==> config.mk <==
export PLATFORM = sky130hd
export DESIGN_NAME = sleep_wake_controller
export DESIGN_NICKNAME = d
export VERILOG_FILES = /design/src/wake_timer.v /design/src/sleep_wake_controller.v
export VERILOG_INCLUDE_DIRS = /design/src
export SDC_FILE = /design/constraint.sdc
export NUM_CORES = 1
export LEC_CHECK = 0
export BUFFER_PORTS_ARGS = -buffer_cell sky130_fd_sc_hd__buf_4
export CORE_MARGIN = 2
export CORE_UTILIZATION = 45
export DETAILED_ROUTE_END_ITERATION = 8
export HOLD_SLACK_MARGIN = 0.15
export PLACE_DENSITY = 0.69
export SLEW_MARGIN = 20
export SYNTH_ARGS = -nofsm -noshare
export SYNTH_HDL_FRONTEND = slang
export SYNTH_SLANG_ARGS = --single-unit
==> constraint.sdc <==
create_clock -name CORE_CLK_IN -period 5.6 [get_ports CORE_CLK_IN]
set_clock_uncertainty 0.2 [all_clocks]
set_input_delay 0.84 -clock CORE_CLK_IN [delete_from_list [all_inputs] [get_ports CORE_CLK_IN]]
set_output_delay 0.84 -clock CORE_CLK_IN [all_outputs]
set_load 0.05 [all_outputs]
==> src/sleep_wake_consts.vh <==
`ifndef SLEEP_WAKE_CONSTS_VH
`define SLEEP_WAKE_CONSTS_VH

// ----------------------------------------------------------------
// register indexes (byte address is four times the index)
// ----------------------------------------------------------------
`define IDX_SLEEP_CONTROL 2'h0
`define IDX_REGULATOR_CONTROL 2'h1
`define IDX_GUARD 2'h2
`define IDX_STATUS 2'h3

// ----------------------------------------------------------------
// field positions and reset values
// ----------------------------------------------------------------
`define SC_ARM_BIT 0
`define SC_MODE_LSB 1
`define SC_MODE_MSB 3
`define RC_DRIVE_LSB 0
`define RC_DRIVE_MSB 2
`define RC_HOT_BIT 4
`define SLEEP_CONTROL_RESET 8'h00
`define REGULATOR_CONTROL_RESET 8'h00
`define SLEEP_CONTROL_MASK 8'h0F
`define REGULATOR_CONTROL_MASK 8'h17

// ----------------------------------------------------------------
// encodings
// ----------------------------------------------------------------
`define MODE_IDLE 3'h0
`define MODE_STANDBY 3'h1
`define MODE_POWER_DOWN 3'h2
`define DRIVE_AUTO 3'h0
`define DRIVE_FULL 3'h1

// ----------------------------------------------------------------
// unlock key and timing counts
// ----------------------------------------------------------------
`define IO_REGISTER_KEY 8'hA5
`define GUARD_INSTRUCTIONS 3'h4
`define WAKE_CYCLES 3'h6

`endif

==> src/wake_timer.v <==
`timescale 1ns/10ps
// counts the fixed wake-up cycles once the clock sources are back
module wake_timer #(
  parameter WIDTH = 3
) (
  // clock and reset
  input wire clk_in,
  input wire rstn_in,
  // control
  input wire start_in,
  input wire [WIDTH-1:0] cycles_in,
  // status
  output wire busy_out,
  output reg done_out
);

  reg [WIDTH-1:0] remaining;

  // load on start, count down, pulse done on the last cycle
  always @(posedge clk_in or negedge rstn_in) begin
    if (!rstn_in) begin
      remaining <= {WIDTH{1'b0}};
      done_out <= 1'b0;
    end else begin
      done_out <= 1'b0;
      if (start_in) begin
        remaining <= cycles_in;
      end else if (remaining != {WIDTH{1'b0}}) begin
        remaining <= remaining - {{(WIDTH-1){1'b0}}, 1'b1};
        done_out <= (remaining == {{(WIDTH-1){1'b0}}, 1'b1});
      end
    end
  end

  assign busy_out = (remaining != {WIDTH{1'b0}});

endmodule // wake_timer

==> src/sleep_wake_controller.v <==
`timescale 1ns/10ps
`include "sleep_wake_consts.vh"

module sleep_wake_controller (
  // clock and reset
  input wire CORE_CLK_IN,
  input wire RSTN_IN,
  // avalon-mm register slave
  input wire [1:0] AVS_ADDRESS_IN,
  input wire AVS_READ_IN,
  input wire AVS_WRITE_IN,
  input wire [7:0] AVS_WRITEDATA_IN,
  output reg [7:0] AVS_READDATA_OUT,
  output wire AVS_WAITREQUEST_OUT,
  // cpu side
  input wire SLEEP_INSTR_IN,
  input wire INSTR_DONE_IN,
  input wire DEBUG_BREAK_IN,
  // pending wake interrupts
  input wire PIN_SYNC_IRQ_IN,
  input wire PIN_ASYNC_IRQ_IN,
  input wire LEVEL_MON_IRQ_IN,
  input wire RTC_TICK_IRQ_IN,
  input wire RTC_OTHER_IRQ_IN,
  input wire TWO_WIRE_MATCH_IRQ_IN,
  input wire LOGIC_IRQ_IN,
  input wire USART_SOF_IRQ_IN,
  input wire ANALOG_TIMER_IRQ_IN,
  input wire OTHER_IRQ_IN,
  // peripheral configuration and analog status
  input wire RTC_KEEP_IN,
  input wire MAIN_KEEP_IN,
  input wire LOGIC_KEEP_IN,
  input wire [1:0] LUT_FILTER_SELECT_IN,
  input wire [1:0] LUT_EDGE_DETECT_IN,
  input wire SLOW_OSC_SELECTED_IN,
  input wire SLOW_OSC_USED_IN,
  input wire BROWNOUT_WAIT_EN_IN,
  input wire BROWNOUT_READY_IN,
  input wire OSC_READY_IN,
  // clock gating and regulator controls
  output reg CPU_CLK_EN_OUT,
  output reg MAIN_CLK_EN_OUT,
  output reg PERIPH_CLK_EN_OUT,
  output reg RTC_CLK_EN_OUT,
  output reg LOGIC_CLK_EN_OUT,
  output reg SLOW_OSC_EN_OUT,
  output reg REG_FULL_DRIVE_OUT,
  output reg HOT_LEAK_CUT_OUT,
  output reg ASLEEP_OUT
);

  // ----------------------------------------------------------------
  // states
  // ----------------------------------------------------------------
  localparam ST_ACTIVE = 3'h0;
  localparam ST_SLEEP = 3'h1;
  localparam ST_WAKE_OSC = 3'h2;
  localparam ST_WAKE_CNT = 3'h3;
  localparam ST_WAKE_BROWNOUT = 3'h4;

  reg [2:0] state;
  reg [2:0] next_state;
  reg [2:0] slept_mode;
  reg slept_hot;
  reg ack;
  reg [2:0] guard_left;
  reg [7:0] sleep_control;
  reg [7:0] regulator_control;
  reg timer_start;
  wire timer_busy;
  wire timer_done;

  // ----------------------------------------------------------------
  // helper functions
  // ----------------------------------------------------------------
  // reserved encodings above power-down enter no mode
  function mode_valid;
    input [2:0] m;
    begin
      mode_valid = (m == `MODE_IDLE) || (m == `MODE_STANDBY) ||
                   (m == `MODE_POWER_DOWN);
    end
  endfunction

  // main clock keeps running in idle, and in standby if kept
  function main_kept;
    input [2:0] m;
    input keep;
    begin
      main_kept = (m == `MODE_IDLE) ||
                  ((m == `MODE_STANDBY) && keep);
    end
  endfunction

  // ----------------------------------------------------------------
  // field views
  // ----------------------------------------------------------------
  wire arm = sleep_control[`SC_ARM_BIT];
  wire [2:0] mode = sleep_control[`SC_MODE_MSB:`SC_MODE_LSB];
  wire [2:0] drive = regulator_control[`RC_DRIVE_MSB:`RC_DRIVE_LSB];
  wire hot_leakage_cut = regulator_control[`RC_HOT_BIT];
  wire drive_auto = (drive == `DRIVE_AUTO);
  wire lut_async = (LUT_FILTER_SELECT_IN == 2'h0) &&
                   (LUT_EDGE_DETECT_IN == 2'h0);

  // ----------------------------------------------------------------
  // avalon-mm slave: one wait cycle on every access
  // ----------------------------------------------------------------
  wire req = AVS_READ_IN | AVS_WRITE_IN;
  wire wr_take = AVS_WRITE_IN & ack;
  assign AVS_WAITREQUEST_OUT = req & ~ack;

  // ack toggles so the master sees waitrequest low on the second edge
  always @(posedge CORE_CLK_IN or negedge RSTN_IN) begin
    if (!RSTN_IN) begin
      ack <= 1'b0;
    end else begin
      ack <= req & ~ack;
    end
  end

  // read data is captured on the first edge and stands at the second
  always @(posedge CORE_CLK_IN or negedge RSTN_IN) begin
    if (!RSTN_IN) begin
      AVS_READDATA_OUT <= 8'h00;
    end else if (AVS_READ_IN & ~ack) begin
      case (AVS_ADDRESS_IN)
        `IDX_SLEEP_CONTROL: AVS_READDATA_OUT <= sleep_control;
        `IDX_REGULATOR_CONTROL: AVS_READDATA_OUT <= regulator_control;
        `IDX_STATUS: AVS_READDATA_OUT <= {3'h0,
            (guard_left != 3'h0), ASLEEP_OUT, state};
        default: AVS_READDATA_OUT <= 8'h00;
      endcase
    end
  end

  // ----------------------------------------------------------------
  // sleep control register
  // ----------------------------------------------------------------
  always @(posedge CORE_CLK_IN or negedge RSTN_IN) begin
    if (!RSTN_IN) begin
      sleep_control <= `SLEEP_CONTROL_RESET;
    end else if (wr_take && AVS_ADDRESS_IN == `IDX_SLEEP_CONTROL) begin
      sleep_control <= AVS_WRITEDATA_IN & `SLEEP_CONTROL_MASK;
    end
  end

  // ----------------------------------------------------------------
  // change guard: key opens a window of cpu instructions
  // ----------------------------------------------------------------
  wire key_write = wr_take && (AVS_ADDRESS_IN == `IDX_GUARD) &&
                   (AVS_WRITEDATA_IN == `IO_REGISTER_KEY);
  wire reg_write = wr_take && (AVS_ADDRESS_IN == `IDX_REGULATOR_CONTROL);

  // a wrong key or the protected write itself closes the window
  always @(posedge CORE_CLK_IN or negedge RSTN_IN) begin
    if (!RSTN_IN) begin
      guard_left <= 3'h0;
    end else if (key_write) begin
      guard_left <= `GUARD_INSTRUCTIONS;
    end else if (reg_write ||
                 (wr_take && AVS_ADDRESS_IN == `IDX_GUARD)) begin
      guard_left <= 3'h0;
    end else if (INSTR_DONE_IN && guard_left != 3'h0) begin
      guard_left <= guard_left - 3'h1;
    end
  end

  // protected register takes a write only while the window is open
  always @(posedge CORE_CLK_IN or negedge RSTN_IN) begin
    if (!RSTN_IN) begin
      regulator_control <= `REGULATOR_CONTROL_RESET;
    end else if (reg_write && guard_left != 3'h0) begin
      regulator_control <= AVS_WRITEDATA_IN &
                           `REGULATOR_CONTROL_MASK;
    end
  end

  // ----------------------------------------------------------------
  // wake decision for the mode latched at sleep entry
  // ----------------------------------------------------------------
  reg wake_req;

  always @* begin
    wake_req = 1'b0;
    case (slept_mode)
      `MODE_IDLE: begin
        wake_req = PIN_SYNC_IRQ_IN | PIN_ASYNC_IRQ_IN | LEVEL_MON_IRQ_IN |
                   RTC_TICK_IRQ_IN | RTC_OTHER_IRQ_IN |
                   TWO_WIRE_MATCH_IRQ_IN | LOGIC_IRQ_IN |
                   ANALOG_TIMER_IRQ_IN | OTHER_IRQ_IN;
      end
      `MODE_STANDBY: begin
        // synchronous pin sensing needs the peripheral clock; the tick
        // needs no keep bit, only the other rtc functions do
        wake_req = PIN_ASYNC_IRQ_IN |
                   (PIN_SYNC_IRQ_IN & MAIN_KEEP_IN) |
                   LEVEL_MON_IRQ_IN | TWO_WIRE_MATCH_IRQ_IN | LOGIC_IRQ_IN |
                   RTC_TICK_IRQ_IN |
                   (RTC_OTHER_IRQ_IN & RTC_KEEP_IN) |
                   USART_SOF_IRQ_IN | ANALOG_TIMER_IRQ_IN;
      end
      `MODE_POWER_DOWN: begin
        wake_req = PIN_ASYNC_IRQ_IN | LEVEL_MON_IRQ_IN |
                   RTC_TICK_IRQ_IN |
                   (TWO_WIRE_MATCH_IRQ_IN & ~slept_hot) |
                   (LOGIC_IRQ_IN & lut_async & ~slept_hot);
      end
      default: wake_req = 1'b0;
    endcase
  end

  // ----------------------------------------------------------------
  // sleep state machine
  // ----------------------------------------------------------------
  wire osc_stopped = ~main_kept(slept_mode, MAIN_KEEP_IN);
  wire enter = SLEEP_INSTR_IN & arm & mode_valid(mode);

  always @* begin
    next_state = state;
    timer_start = 1'b0;
    case (state)
      ST_ACTIVE: begin
        if (enter) begin
          next_state = ST_SLEEP;
        end
      end
      ST_SLEEP: begin
        if (DEBUG_BREAK_IN) begin
          next_state = ST_ACTIVE;
        end else if (wake_req && osc_stopped) begin
          next_state = ST_WAKE_OSC;
        end else if (wake_req) begin
          next_state = ST_WAKE_CNT;
          timer_start = 1'b1;
        end
      end
      ST_WAKE_OSC: begin
        // oscillator ready already covers regulator start-up
        if (OSC_READY_IN) begin
          next_state = ST_WAKE_CNT;
          timer_start = 1'b1;
        end
      end
      ST_WAKE_CNT: begin
        if (timer_done && BROWNOUT_WAIT_EN_IN && !BROWNOUT_READY_IN) begin
          next_state = ST_WAKE_BROWNOUT;
        end else if (timer_done) begin
          next_state = ST_ACTIVE;
        end
      end
      ST_WAKE_BROWNOUT: begin
        if (BROWNOUT_READY_IN) begin
          next_state = ST_ACTIVE;
        end
      end
      default: next_state = ST_ACTIVE;
    endcase
  end

  // state and the mode captured when the sleep instruction ran
  always @(posedge CORE_CLK_IN or negedge RSTN_IN) begin
    if (!RSTN_IN) begin
      state <= ST_ACTIVE;
      slept_mode <= `MODE_IDLE;
      slept_hot <= 1'b0;
    end else begin
      state <= next_state;
      if (state == ST_ACTIVE && enter) begin
        slept_mode <= mode;
        slept_hot <= hot_leakage_cut & drive_auto;
      end
    end
  end

  wake_timer #(
    .WIDTH(3)
  ) u_wake_timer (
    .clk_in(CORE_CLK_IN),
    .rstn_in(RSTN_IN),
    .start_in(timer_start),
    .cycles_in(`WAKE_CYCLES),
    .busy_out(timer_busy),
    .done_out(timer_done)
  );

  // ----------------------------------------------------------------
  // clock enables and regulator controls
  // ----------------------------------------------------------------
  reg next_cpu;
  reg next_main;
  reg next_periph;
  reg next_rtc;
  reg next_logic;
  reg next_slow;
  reg next_full;
  reg next_hot;

  // outside sleep every clock but the cpu's runs, the cpu's only when active; a stopped oscillator restarts first
  always @* begin
    next_cpu = (state == ST_ACTIVE);
    next_main = 1'b1;
    next_periph = 1'b1;
    next_rtc = 1'b1;
    next_logic = 1'b1;
    next_slow = 1'b1;
    next_hot = 1'b0;
    if (state == ST_SLEEP) begin
      case (slept_mode)
        `MODE_STANDBY: begin
          next_main = MAIN_KEEP_IN;
          next_periph = MAIN_KEEP_IN;
          next_rtc = RTC_KEEP_IN | SLOW_OSC_USED_IN;
          next_logic = LOGIC_KEEP_IN;
          next_slow = RTC_KEEP_IN | SLOW_OSC_USED_IN;
        end
        `MODE_POWER_DOWN: begin
          next_main = 1'b0;
          next_periph = 1'b0;
          next_logic = 1'b0;
          next_rtc = SLOW_OSC_USED_IN;
          next_slow = SLOW_OSC_USED_IN;
          next_hot = slept_hot;
        end
        default: begin
          next_main = 1'b1;
        end
      endcase
    end
    // auto drive saves power in deep sleep or on the slow oscillator
    if (drive_auto) begin
      next_full = ~SLOW_OSC_SELECTED_IN &
                  ~(state == ST_SLEEP &&
                    slept_mode != `MODE_IDLE);
    end else begin
      // full drive, and reserved codes fall back to the safe full drive
      next_full = 1'b1;
    end
  end

  // registered so the gating lines never glitch
  always @(posedge CORE_CLK_IN or negedge RSTN_IN) begin
    if (!RSTN_IN) begin
      CPU_CLK_EN_OUT <= 1'b1;
      MAIN_CLK_EN_OUT <= 1'b1;
      PERIPH_CLK_EN_OUT <= 1'b1;
      RTC_CLK_EN_OUT <= 1'b1;
      LOGIC_CLK_EN_OUT <= 1'b1;
      SLOW_OSC_EN_OUT <= 1'b1;
      REG_FULL_DRIVE_OUT <= 1'b1;
      HOT_LEAK_CUT_OUT <= 1'b0;
      ASLEEP_OUT <= 1'b0;
    end else begin
      CPU_CLK_EN_OUT <= next_cpu;
      MAIN_CLK_EN_OUT <= next_main;
      PERIPH_CLK_EN_OUT <= next_periph;
      RTC_CLK_EN_OUT <= next_rtc;
      LOGIC_CLK_EN_OUT <= next_logic;
      SLOW_OSC_EN_OUT <= next_slow;
      REG_FULL_DRIVE_OUT <= next_full;
      HOT_LEAK_CUT_OUT <= next_hot;
      // stays asleep through the count state until the core clock returns
      ASLEEP_OUT <= (state == ST_SLEEP) | timer_busy |
                    (state == ST_WAKE_CNT) | (state == ST_WAKE_OSC) |
                    (state == ST_WAKE_BROWNOUT);
    end
  end

endmodule // sleep_wake_controller

==> results of run 1 <==
## state kept, by name (all words and copies together), names as in the netlist, 3 cells and up
| register | cells |
|---|---|
| guard_left | 3 |
| state | 3 |
| u_wake_timer.remaining | 3 |
| AVS_READDATA_OUT | 5 |
| slept_mode | 3 |
| sleep_control | 4 |
| regulator_control | 4 |
## kinds of logic (layout without fill, tap and decap cells)
group	Yosys count	in the layout
AO/OA/AOI/OAI	35	35
multiplexers	13	13
XOR/XNOR	3	3
flip-flops	35	35
other	1	3
adder cells (fa/ha/maj)	5	5
buffers and inverters	14	66
AND/OR/NAND/NOR	76	76
## per-stage QoR
stage / setup WS (ns) / power (uW) / hold WS [ns] / instances / util [%]
6_report: 3.26 / 945 / 0.258 / 286 / 59.1
5_1_grt: 3.24 / 1020 / 0.287 / 286 / 59.1
4_1_cts: 3.27 / 954 / 0.257 / 286 / 59.1
3_5_place_dp: 3.12 / 779 / 0.247 / 278 / 57.1
3_3_place_gp: 3.17 / 770 / 0.241 / 278 / 57.1
2_1_floorplan: 3.02 / 676 / 0.275 / 184 / -
## worst max-delay path: stages
cell and delay (ns):
buf_4 0.08, nor2_1 0.04, nor2_1 0.12, buf_4 0.22
## worst max-delay path by stage
stage,startpoint,to,slack (ns),cells after the start
2_1_floorplan,AVS_WRITE_IN,AVS_WAITREQUEST_OUT,3.02,2
3_3_place_gp,LEVEL_MON_IRQ_IN,u_wake_timer.done_out$_DFF_PN0_,3.17,6
3_5_place_dp,LEVEL_MON_IRQ_IN,u_wake_timer.done_out$_DFF_PN0_,3.12,6
4_1_cts,AVS_WRITE_IN,AVS_WAITREQUEST_OUT,3.27,4
5_1_grt,AVS_WRITE_IN,AVS_WAITREQUEST_OUT,3.24,4
6_report,AVS_WRITE_IN,AVS_WAITREQUEST_OUT,3.26,4
## cell type report
| cell class | count | area (um2) |
|---|---|---|
| clock buffers | 7 | 76.3 |
| well taps | 50 | 62.6 |
| fillers | 372 | 1630 |
| clock inverters | 1 | 5.00 |
| multi-input cells | 135 | 923 |
| repair buffers | 53 | 398 |
| inverters | 5 | 18.8 |
| flip-flops and latches | 35 | 882 |
## power by group through the flow
stage | Clock (uW) | Combinational (uW) | Sequential, uW
floorplan | 0 | 240 | 436
global placement | 0 | 371 | 399
detailed placement | 0 | 379 | 400
CTS | 178 | 379 | 397
global route | 191 | 422 | 409
finish | 172 | 376 | 397
## per-layer routing
| layer | up-vias | routed length, um | part of all wire, % | track usage, % |
|---|---|---|---|---|
| met5 | - | 0 | 0 | 0 |
| met4 | 0 | 40 | 1.0 | 6.25 |
| met3 | 4 | 153 | 4.0 | 4.71 |
| met2 | 28 | 1850 | 48 | 28.1 |
| met1 | 678 | 1820 | 47 | 25.1 |
| li1 | 744 | - | - | - |
## cells in the final DEF, fill, tap and decap left out, types with 2 or more instances in the layout
master	instances
conb_1	3
o21ai_0	13
nor4_1	2
o22a_1	2
and2b_2	3
clkbuf_8	5
nand2_1	19
nand3b_1	2
mux2_2	13
nor2_1	21
clkbuf_1	2
xnor2_1	3
ha_1	5
dfrtp_1	30
buf_4	53
a21oi_1	5
nor4bb_1	2
dfstp_2	5
a22oi_1	3
inv_1	5
nor2b_1	2
nor3_2	2
a211oi_1	2
nand2b_1	4
nor3_1	5
and3_1	4
==> results.py, run 1 <==
metrics = {
    "status": {
        "status": "completed",
    },
    "clocking": {
        "cts_buffer_depth": 2,
        "cts_tree": "yes",
        "worstSkewPairLatency_ns": 0.28,
        "cts_hold_buf": 0,
        "root_buffer": "clkbuf_8",
        "ctsResizeCount": 0,
        "postCtsSetupRepairBufs": 0,
        "cts_buffers": 5,
        "h-tree-depth": 2,
        "cts_num_sinks": 35,
        "path_clk_slew_ns": 0.07,
    },
    "synthesis": {
        "async_reset_ff_share_pct": 100,
        "syn_inst": 182,
        "synth_top_area_cell": "dfrtp_1",
        "synth_flop_cell": "dfrtp_1",
        "synth.most_common_cell": "dfrtp_1",
        "synth_top_area_share_pct": 40.0,
        "synth_commonest_cells": "30 x dfrtp_1, 21 x nor2_1, 19 x nand2_1, 13 x mux2_2, 13 x o21ai_0",
        "postSynthAreaPerCell_um2": 10.3,
        "synth_top_family_by_area": "simple AND/OR/NAND/NOR gates",
        "synth_seq_area_share_pct": 47.0,
        "synthMuxAreaShare_pct": 7.80,
        "synth-simple-area-share_pct": 22.7,
        "synth_warnings": 0,
        "synth-adder-area-share_pct": 3.33,
        "synth_area_mm2": 0.00188,
        "synth_compound_area_share_pct": 13.4,
        "synthXorXnorAreaFrac_pct": 1.40,
        "synth_cell_types": 46,
        "yosys-top-cells-area": "dfrtp_1 40%, mux2_2 7.8%, dfstp_2 7.0%",
        "synth_seq_cells": 35,
        "synth_edf_count": 0,
    },
    "timing": {
        "rsz0062_at_grt": "false",
        "clock.fmax_ghz": 0.428,
        "finalHoldViolations": 0,
        "fin_crit_ns": 2.34,
        "tns_ns": 0,
        "relSlewSlack_pct": 61.1,
        "drv_slew": 0,
        "fin_crit_sh_pct": 41.7,
        "worst_pin_slew_ns": 0.576,
        "finalSetupViolCount": 0,
    },
    "floorplan": {
        "io-pin-count": 57,
        "die-area_mm2": 0.00470,
        "start_util_pct": 46.9,
        "core-area_mm2": 0.00400,
        "die_x_um": 68.6,
        "rows": 23,
        "die_h_um": 68.6,
    },
    "pwr": {
        "power_frac_clock_pct": 18.2,
        "pwr-share-comb_pct": 39.8,
        "ir_worst_vdd_v": 0.000245,
        "p_sw_share_pct": 38.1,
        "power.switching_uw": 360,
        "powerDensity_mw_per_mm2": 399,
        "p_leak_uw": 0.00110,
        "internal_power_uw": 585,
        "p_seq_share_pct": 42.0,
    },
    "min_path": {
        "hold_path.class": "reg -> reg",
        "hp-start": "ack$_DFF_PN0_",
        "min_to": "ack$_DFF_PN0_",
        "min_path_cells": 1,
    },
    "routing": {
        "num_vias": 1454,
        "drt_pass1_iterations": 4,
        "via_per_inst": 5.08,
        "drt_iter0_markers": 95,
        "wl_per_cell_um": 13.5,
        "antenna_left": 0,
        "wirelength_um": 3860,
        "drc": 0,
    },
    "setup_path": {
        "reg2reg_to": "u_wake_timer.done_out$_DFF_PN0_",
        "cp.arrival_ns": 1.30,
        "cp.required_ns": 4.56,
        "rrSetupSlack_ns": 3.62,
        "worst_r2r_path_depth": 5,
        "cp-start-kind": "input pin",
        "crit_type": "in -> out",
        "cp_max_fo": 2,
        "reg2reg_from": "state[0]$_DFFE_PN0P_",
        "endpoint_kind": "primary output",
    },
    "placed_design": {
        "placed_area_mm2": 0.00228,
        "hpwl_um": 3000,
        "io_buffers": 53,
        "routabilityCongestion": 0.773,
    },
    "flow_run": {
        "cap_violations": 0,
    },
    "cells_and_area": {
        "diodes": 0,
        "syn2layout_area_growth_pct": 26.1,
        "stdcell_area_mm2": 0.00237,
        "drive_above_1_share_pct": 37.7,
        "fin_nets": 279,
    },
    "global_routing": {
        "grt_pass1_wl_um": 6290,
        "grt_pass1_vias": 1375,
        "gr-total-overflow": 0,
        "antenna_found_initial": 0,
        "track_usage_pct": 18.3,
        "grt_start_max_net_pins": 36,
    },
}
Power figures use the tool's default switching activity.
==> inputs of run 2 (changes only) <==
--- a/config.mk
+++ b/config.mk
@@ -6,12 +6,13 @@
 export SDC_FILE = /design/constraint.sdc
 export NUM_CORES = 1
 export LEC_CHECK = 0
+export ABC_AREA = 1
 export BUFFER_PORTS_ARGS = -buffer_cell sky130_fd_sc_hd__buf_4
 export CORE_MARGIN = 2
 export CORE_UTILIZATION = 45
 export DETAILED_ROUTE_END_ITERATION = 8
 export HOLD_SLACK_MARGIN = 0.15
-export PLACE_DENSITY = 0.69
+export PLACE_DENSITY = 0.72
 export SLEW_MARGIN = 20
 export SYNTH_ARGS = -nofsm -noshare
 export SYNTH_HDL_FRONTEND = slang
==> constraint.sdc (replaced) <==
create_clock -name CORE_CLK_IN -period 2 [get_ports CORE_CLK_IN]
set_clock_uncertainty 0.2 [all_clocks]
set_input_delay 0.3 -clock CORE_CLK_IN [delete_from_list [all_inputs] [get_ports CORE_CLK_IN]]
set_output_delay 0.3 -clock CORE_CLK_IN [all_outputs]
set_load 0.05 [all_outputs]
==> results.py, run 2 <==
metrics = {
    "status": {
        "status": "completed",
    },
    "pwr": {
        "ir_worst_vdd_v": 0.000885,
        "p_leak_uw": 0.00132,
        "powerDensity_mw_per_mm2": 1340,
    },
    "setup_path": {
        "critPathMaxStageDelay_ns": 0.57,
        "cp_max_fo": 2,
        "slowest_stage": "dlygate4sd3_1",
        "crit_family": "buffers and inverters",
        "crit_buf_inv": 3,
        "endpoint_kind": "primary output",
        "cp.arrival_ns": 1.35,
        "crit_chain": "dlygate4sd3_1 > buf_4 > nor2_1 > nor2_1 > buf_4",
        "reg2reg_to": "state[2]$_DFFE_PN0P_",
        "cp-start-kind": "input pin",
        "reg2reg_from": "state[0]$_DFFE_PN0P_",
        "rrSetupSlack_ns": 0.21,
        "cp.required_ns": 1.50,
        "worst_r2r_path_depth": 5,
        "crit_type": "in -> out",
    },
    "placed_design": {
        "io_buffers": 53,
        "placed_cells": 330,
        "hpwl_um": 3140,
        "routabilityCongestion": 0.804,
        "post-place-ws_ns": 0.379,
    },
    "min_path": {
        "min_to": "AVS_READDATA_OUT[3]$_DFFE_PN0P_",
        "min_path_cells": 4,
        "hp-start": "AVS_ADDRESS_IN[1]",
        "hold_path.class": "in -> reg",
    },
    "routing": {
        "wl_per_cell_um": 12.0,
        "drt_pass1_iterations": 6,
        "antenna_left": 0,
        "num_vias": 1701,
        "via_per_inst": 4.81,
        "wirelength_um": 4240,
        "drt_iter0_markers": 94,
        "drc": 0,
    },
    "cells_and_area": {
        "drive_above_1_share_pct": 30.3,
        "reg_top3": "AVS_READDATA_OUT: 5 flops, regulator_control: 4 flops, sleep_control: 4 flops",
        "regArea_um2": 882,
        "fin_nets": 347,
        "syn2layout_area_growth_pct": 38.6,
        "final_common_cell": "buf_4",
        "multi_input_area_um2": 845,
        "layout_common_cells": "53 x buf_4, 50 x nand2_1, 30 x dfrtp_1",
        "largest_reg_flops": 5,
        "diodes": 0,
        "top_register": "AVS_READDATA_OUT",
        "final_util_pct": 64.8,
        "nFillCells": 336,
        "fin_cells": 354,
    },
    "flow_run": {
        "cap_violations": 0,
    },
    "synthesis": {
        "synth_flop_cell": "dfrtp_1",
        "synth_seq_cells": 35,
        "synth_commonest_cells": "50 x nand2_1, 30 x dfrtp_1, 26 x inv_1, 24 x nor2_1, 12 x nand3_1",
        "synth_seq_area_share_pct": 46.8,
        "syn_inst": 230,
        "synth_area_mm2": 0.00188,
        "synth_warnings": 0,
        "synth_top_area_cell": "dfrtp_1",
        "yosys-top-cells-area": "dfrtp_1 40%, nand2_1 10%, dfstp_2 7.0%",
        "synth_cell_types": 32,
        "postSynthAreaPerCell_um2": 8.19,
        "synth_edf_count": 0,
        "synth_top_area_share_pct": 39.8,
        "synth.most_common_cell": "nand2_1",
        "async_reset_ff_share_pct": 100,
    },
    "global_routing": {
        "gr-total-overflow": 0,
        "antenna_found_initial": 0,
        "grt_pass1_wl_um": 6990,
        "grt_start_max_net_pins": 36,
        "track_usage_pct": 20.4,
        "grt_pass1_vias": 1624,
    },
    "floorplan": {
        "core-area_mm2": 0.00403,
        "die-area_mm2": 0.00472,
        "start_util_pct": 46.8,
        "rows": 23,
        "die_x_um": 68.7,
        "io-pin-count": 57,
        "die_h_um": 68.7,
    },
    "clocking": {
        "cts_num_sinks": 35,
        "cts_hold_buf": 16,
        "cts_buffer_depth": 2,
        "cts_tree": "yes",
        "path_clk_slew_ns": 0.07,
        "postCtsSetupRepairBufs": 0,
        "cts_buffers": 5,
        "ctsResizeCount": 0,
        "root_buffer": "clkbuf_8",
        "h-tree-depth": 2,
        "worstSkewPairLatency_ns": 0.29,
    },
    "timing": {
        "fin_crit_ns": 1.85,
        "finalSetupViolCount": 0,
        "fin_crit_sh_pct": 92.3,
        "tns_ns": 0,
        "finalHoldViolations": 0,
        "rsz0062_at_grt": "false",
        "clock.fmax_ghz": 0.542,
        "hold-worst-slack_ns": 0.179,
        "setup_ws_ns": 0.154,
        "drv_slew": 0,
    },
}
==> run 2: stage by stage <==
stage,total power [uW],cell area (um2)
2_1_floorplan,2310,1890
3_3_place_gp,2680,2310
3_5_place_dp,2710,2310
4_1_cts,3510,2610
5_1_grt,3770,2610
6_report,3490,2610
==> run 2: cell type report <==
cell class                 instances  share of cell area, %
tap                               50                   2.40
sequential                        35                   33.8
multi-input combinational        158                   32.3
clock buffer                       5                   2.64
inverter                          34                   4.89
timing repair buffer              69                   21.4
clock inverter                     3                   2.59
==> run 2: routing by layer <==
layer / vias up / global-route usage (%) / wire, um
met4: 0 / 7.35 / 51
met3: 4 / 5.68 / 249
met1: 779 / 25.1 / 1900
li1: 875 / - / -
met5: - / 0 / 0
met2: 43 / 34.0 / 2050
==> run 2: worst max-delay path by stage <==
stage          cells after the start            startpoint                   endpoint
4_1_cts                            5  state[0]$_DFFE_PN0P_       state[2]$_DFFE_PN0P_
3_3_place_gp                       4  state[0]$_DFFE_PN0P_  slept_mode[0]$_DFFE_PN0P_
5_1_grt                            5  state[1]$_DFFE_PN0P_       state[2]$_DFFE_PN0P_
3_5_place_dp                       4  state[0]$_DFFE_PN0P_  slept_mode[0]$_DFFE_PN0P_
2_1_floorplan                      1         ack$_DFF_PN0_        AVS_WAITREQUEST_OUT
6_report                           5           AVS_READ_IN        AVS_WAITREQUEST_OUT
==> run 2: power breakdown <==
group / internal [uW] / leakage (uW) / switching [uW] / total (uW)
clock: 497 / 0.0000644 / 260 / 758
sequential: 1010 / 0.000421 / 198 / 1200
combinational: 552 / 0.000836 / 975 / 1530
==> run 2: tightest hold or removal path: stages <==
cell     delay [ns]
buf_4          0.09
nor2_1         0.07
nand2_1        0.08
a31oi_1        0.08
==> run 2: kinds of logic after synthesis <==
kind of cell | after synthesis | synth area share [%]
buffers and inverters | 39 | 8.77
adder cells (fa/ha/maj) | 5 | 3.32
other | 1 | 0.199
AO/OA/AOI/OAI | 32 | 9.56
flip-flops | 35 | 46.8
AND/OR/NAND/NOR | 111 | 27.4
XOR/XNOR | 2 | 0.930
multiplexers | 5 | 2.99
==> inputs of run 3 (changes only) <==
--- a/config.mk
+++ b/config.mk
@@ -8,11 +8,13 @@
 export LEC_CHECK = 0
 export ABC_AREA = 1
 export BUFFER_PORTS_ARGS = -buffer_cell sky130_fd_sc_hd__buf_4
+export CELL_PAD_IN_SITES_DETAIL_PLACEMENT = 1
+export CELL_PAD_IN_SITES_GLOBAL_PLACEMENT = 1
 export CORE_MARGIN = 2
-export CORE_UTILIZATION = 45
+export CORE_UTILIZATION = 33
 export DETAILED_ROUTE_END_ITERATION = 8
 export HOLD_SLACK_MARGIN = 0.15
-export PLACE_DENSITY = 0.72
+export PLACE_DENSITY = 0.73
 export SLEW_MARGIN = 20
 export SYNTH_ARGS = -nofsm -noshare
 export SYNTH_HDL_FRONTEND = slang
==> results.py, run 3 (synthesis results as in run 2) <==
metrics = {
    "status": {
        "status": "completed",
    },
    "cells_and_area": {
        "fin_nets": 348,
        "nFillCells": 670,
        "top_register": "AVS_READDATA_OUT",
        "largest_reg_flops": 5,
        "diodes": 0,
        "layout_common_cells": "54 x buf_4, 50 x nand2_1, 29 x dfrtp_1",
        "reg_top3": "AVS_READDATA_OUT: 5 flops, regulator_control: 4 flops, sleep_control: 4 flops",
        "syn2layout_area_growth_pct": 38.1,
        "final_common_cell": "buf_4",
        "drive_above_1_share_pct": 30.5,
    },
    "routing": {
        "drc": 0,
        "num_vias": 1782,
        "drt_iter0_markers": 90,
        "via_per_inst": 4.73,
        "drt_pass1_iterations": 4,
        "wl_per_cell_um": 12.9,
        "antenna_left": 0,
        "wirelength_um": 4870,
    },
    "floorplan": {
        "die-area_mm2": 0.00633,
        "die_h_um": 79.6,
        "io-pin-count": 57,
        "core-area_mm2": 0.00551,
        "start_util_pct": 34.2,
        "die_x_um": 79.6,
        "rows": 27,
    },
    "pwr": {
        "ir_worst_vdd_v": 0.000662,
        "pwr-share-comb_pct": 47.1,
        "p_seq_share_pct": 36.7,
        "p_leak_uw": 0.00131,
        "powerDensity_mw_per_mm2": 1260,
        "power.switching_uw": 1450,
        "internal_power_uw": 1840,
        "finalPower_uw": 3290,
        "p_sw_share_pct": 44.1,
        "power_frac_clock_pct": 16.3,
    },
    "timing": {
        "clock.fmax_ghz": 0.554,
        "fin_crit_ns": 1.81,
        "fin_crit_sh_pct": 90.3,
        "drv_slew": 0,
        "finalHoldViolations": 0,
        "finalSetupViolCount": 0,
        "tns_ns": 0,
        "rsz0062_at_grt": "false",
    },
    "flow_run": {
        "cap_violations": 0,
    },
    "setup_path": {
        "crit_family": "buffers and inverters",
        "worst-path-stages": 5,
        "cp.arrival_ns": 1.83,
        "cp-start-kind": "register",
        "endpoint_kind": "register",
        "slowest_stage": "dlygate4sd3_1",
        "crit_chain": "inv_1 > nor3_2 > nand3_1 > o21ai_0 > dlygate4sd3_1",
        "crit_buf_inv": 2,
        "worst_r2r_path_depth": 5,
        "cp.required_ns": 2.02,
        "crit_type": "reg -> reg",
        "cp_max_fo": 4,
        "critPathMaxStageDelay_ns": 0.56,
    },
    "global_routing": {
        "grt_pass1_vias": 1843,
        "antenna_found_initial": 0,
        "grt_pass1_wl_um": 8310,
        "track_usage_pct": 16.9,
        "gr-total-overflow": 0,
        "grt_start_max_net_pins": 36,
    },
    "clocking": {
        "cts_buffer_depth": 2,
        "cts_tree": "yes",
        "cts_buffers": 5,
        "path_clk_slew_ns": 0.06,
        "worstSkewPairLatency_ns": 0.29,
        "h-tree-depth": 2,
        "cts_num_sinks": 35,
        "postCtsSetupRepairBufs": 0,
        "root_buffer": "clkbuf_8",
    },
    "min_path": {
        "hold_path.class": "in -> reg",
        "min_path_cells": 4,
    },
    "placed_design": {
        "routabilityCongestion": 0.795,
        "hpwl_um": 3810,
        "io_buffers": 53,
    },
}
[run 3: what timing repair did]
item	in CTS	in global routing
gates resized for setup	0	1
setup endpoints to repair	0	1
hold buffers	16	0
hold endpoints to repair	49	0
[run 3: metal layers]
layer / up-vias / track usage [%] / routed length [um] / part of all wire, %
met4: 0 / 6.72 / 83 / 1.7
met1: 853 / 21.8 / 2220 / 46
li1: 881 / - / - / -
met5: - / 0 / 0 / 0
met2: 41 / 27.7 / 2320 / 48
met3: 7 / 3.17 / 246 / 5.1
[run 3: final cells by class]
cell class | count | area [um2] | share of cell area [%]
tap | 72 | 90.1 | 3.46
inverter | 34 | 128 | 4.90
clock buffer | 7 | 86.3 | 3.32
multi-input combinational | 158 | 845 | 32.5
timing repair buffer | 70 | 566 | 21.7
clock inverter | 1 | 5.00 | 0.192
sequential | 35 | 883 | 33.9
[run 3: stage by stage]
step / cells / hold slack, ns / setup WS, ns / utilization (%) / instance area, um2
2_1_floorplan: 232 / -0.196 / 0.390 / - / 1890
3_3_place_gp: 353 / 0.0846 / 0.429 / 42.7 / 2350
3_5_place_dp: 353 / 0.0873 / 0.341 / 42.7 / 2350
4_1_cts: 377 / 0.154 / 0.177 / 47.2 / 2600
5_1_grt: 377 / 0.174 / 0.0218 / 47.3 / 2600
6_report: 377 / 0.156 / 0.194 / 47.3 / 2600
[run 3: path summary, 6_finish.rpt]
kind                                            startpoint                              end  slack (ns)
setup / recovery                      state[1]$_DFFE_PN0P_             state[2]$_DFFE_PN0P_        0.19
hold / removal                              DEBUG_BREAK_IN             state[1]$_DFFE_PN0P_        0.16
setup reg to reg                      state[1]$_DFFE_PN0P_             state[2]$_DFFE_PN0P_        0.19
hold reg to reg            AVS_READDATA_OUT[0]$_DFFE_PN0P_  AVS_READDATA_OUT[0]$_DFFE_PN0P_        0.32
max in group asynchronous                          RSTN_IN             state[0]$_DFFE_PN0P_        0.93
min in group asynchronous                          RSTN_IN     sleep_control[3]$_DFFE_PN0P_        0.31
[run 3: worst min-delay path: cells and delay by family]
| kind | cells | cell delay, ns |
|---|---|---|
| buffers and inverters | 1 | 0.08 |
| AND/OR/NAND/NOR | 3 | 0.21 |
[run 3: power groups by stage]
stage	registers, uW	clock network [uW]	logic [uW]
6_report	1210	535	1550
5_1_grt	1250	572	1730
4_1_cts	1210	549	1570
3_5_place_dp	1220	0	1530
3_3_place_gp	1210	0	1500
2_1_floorplan	1450	0	857
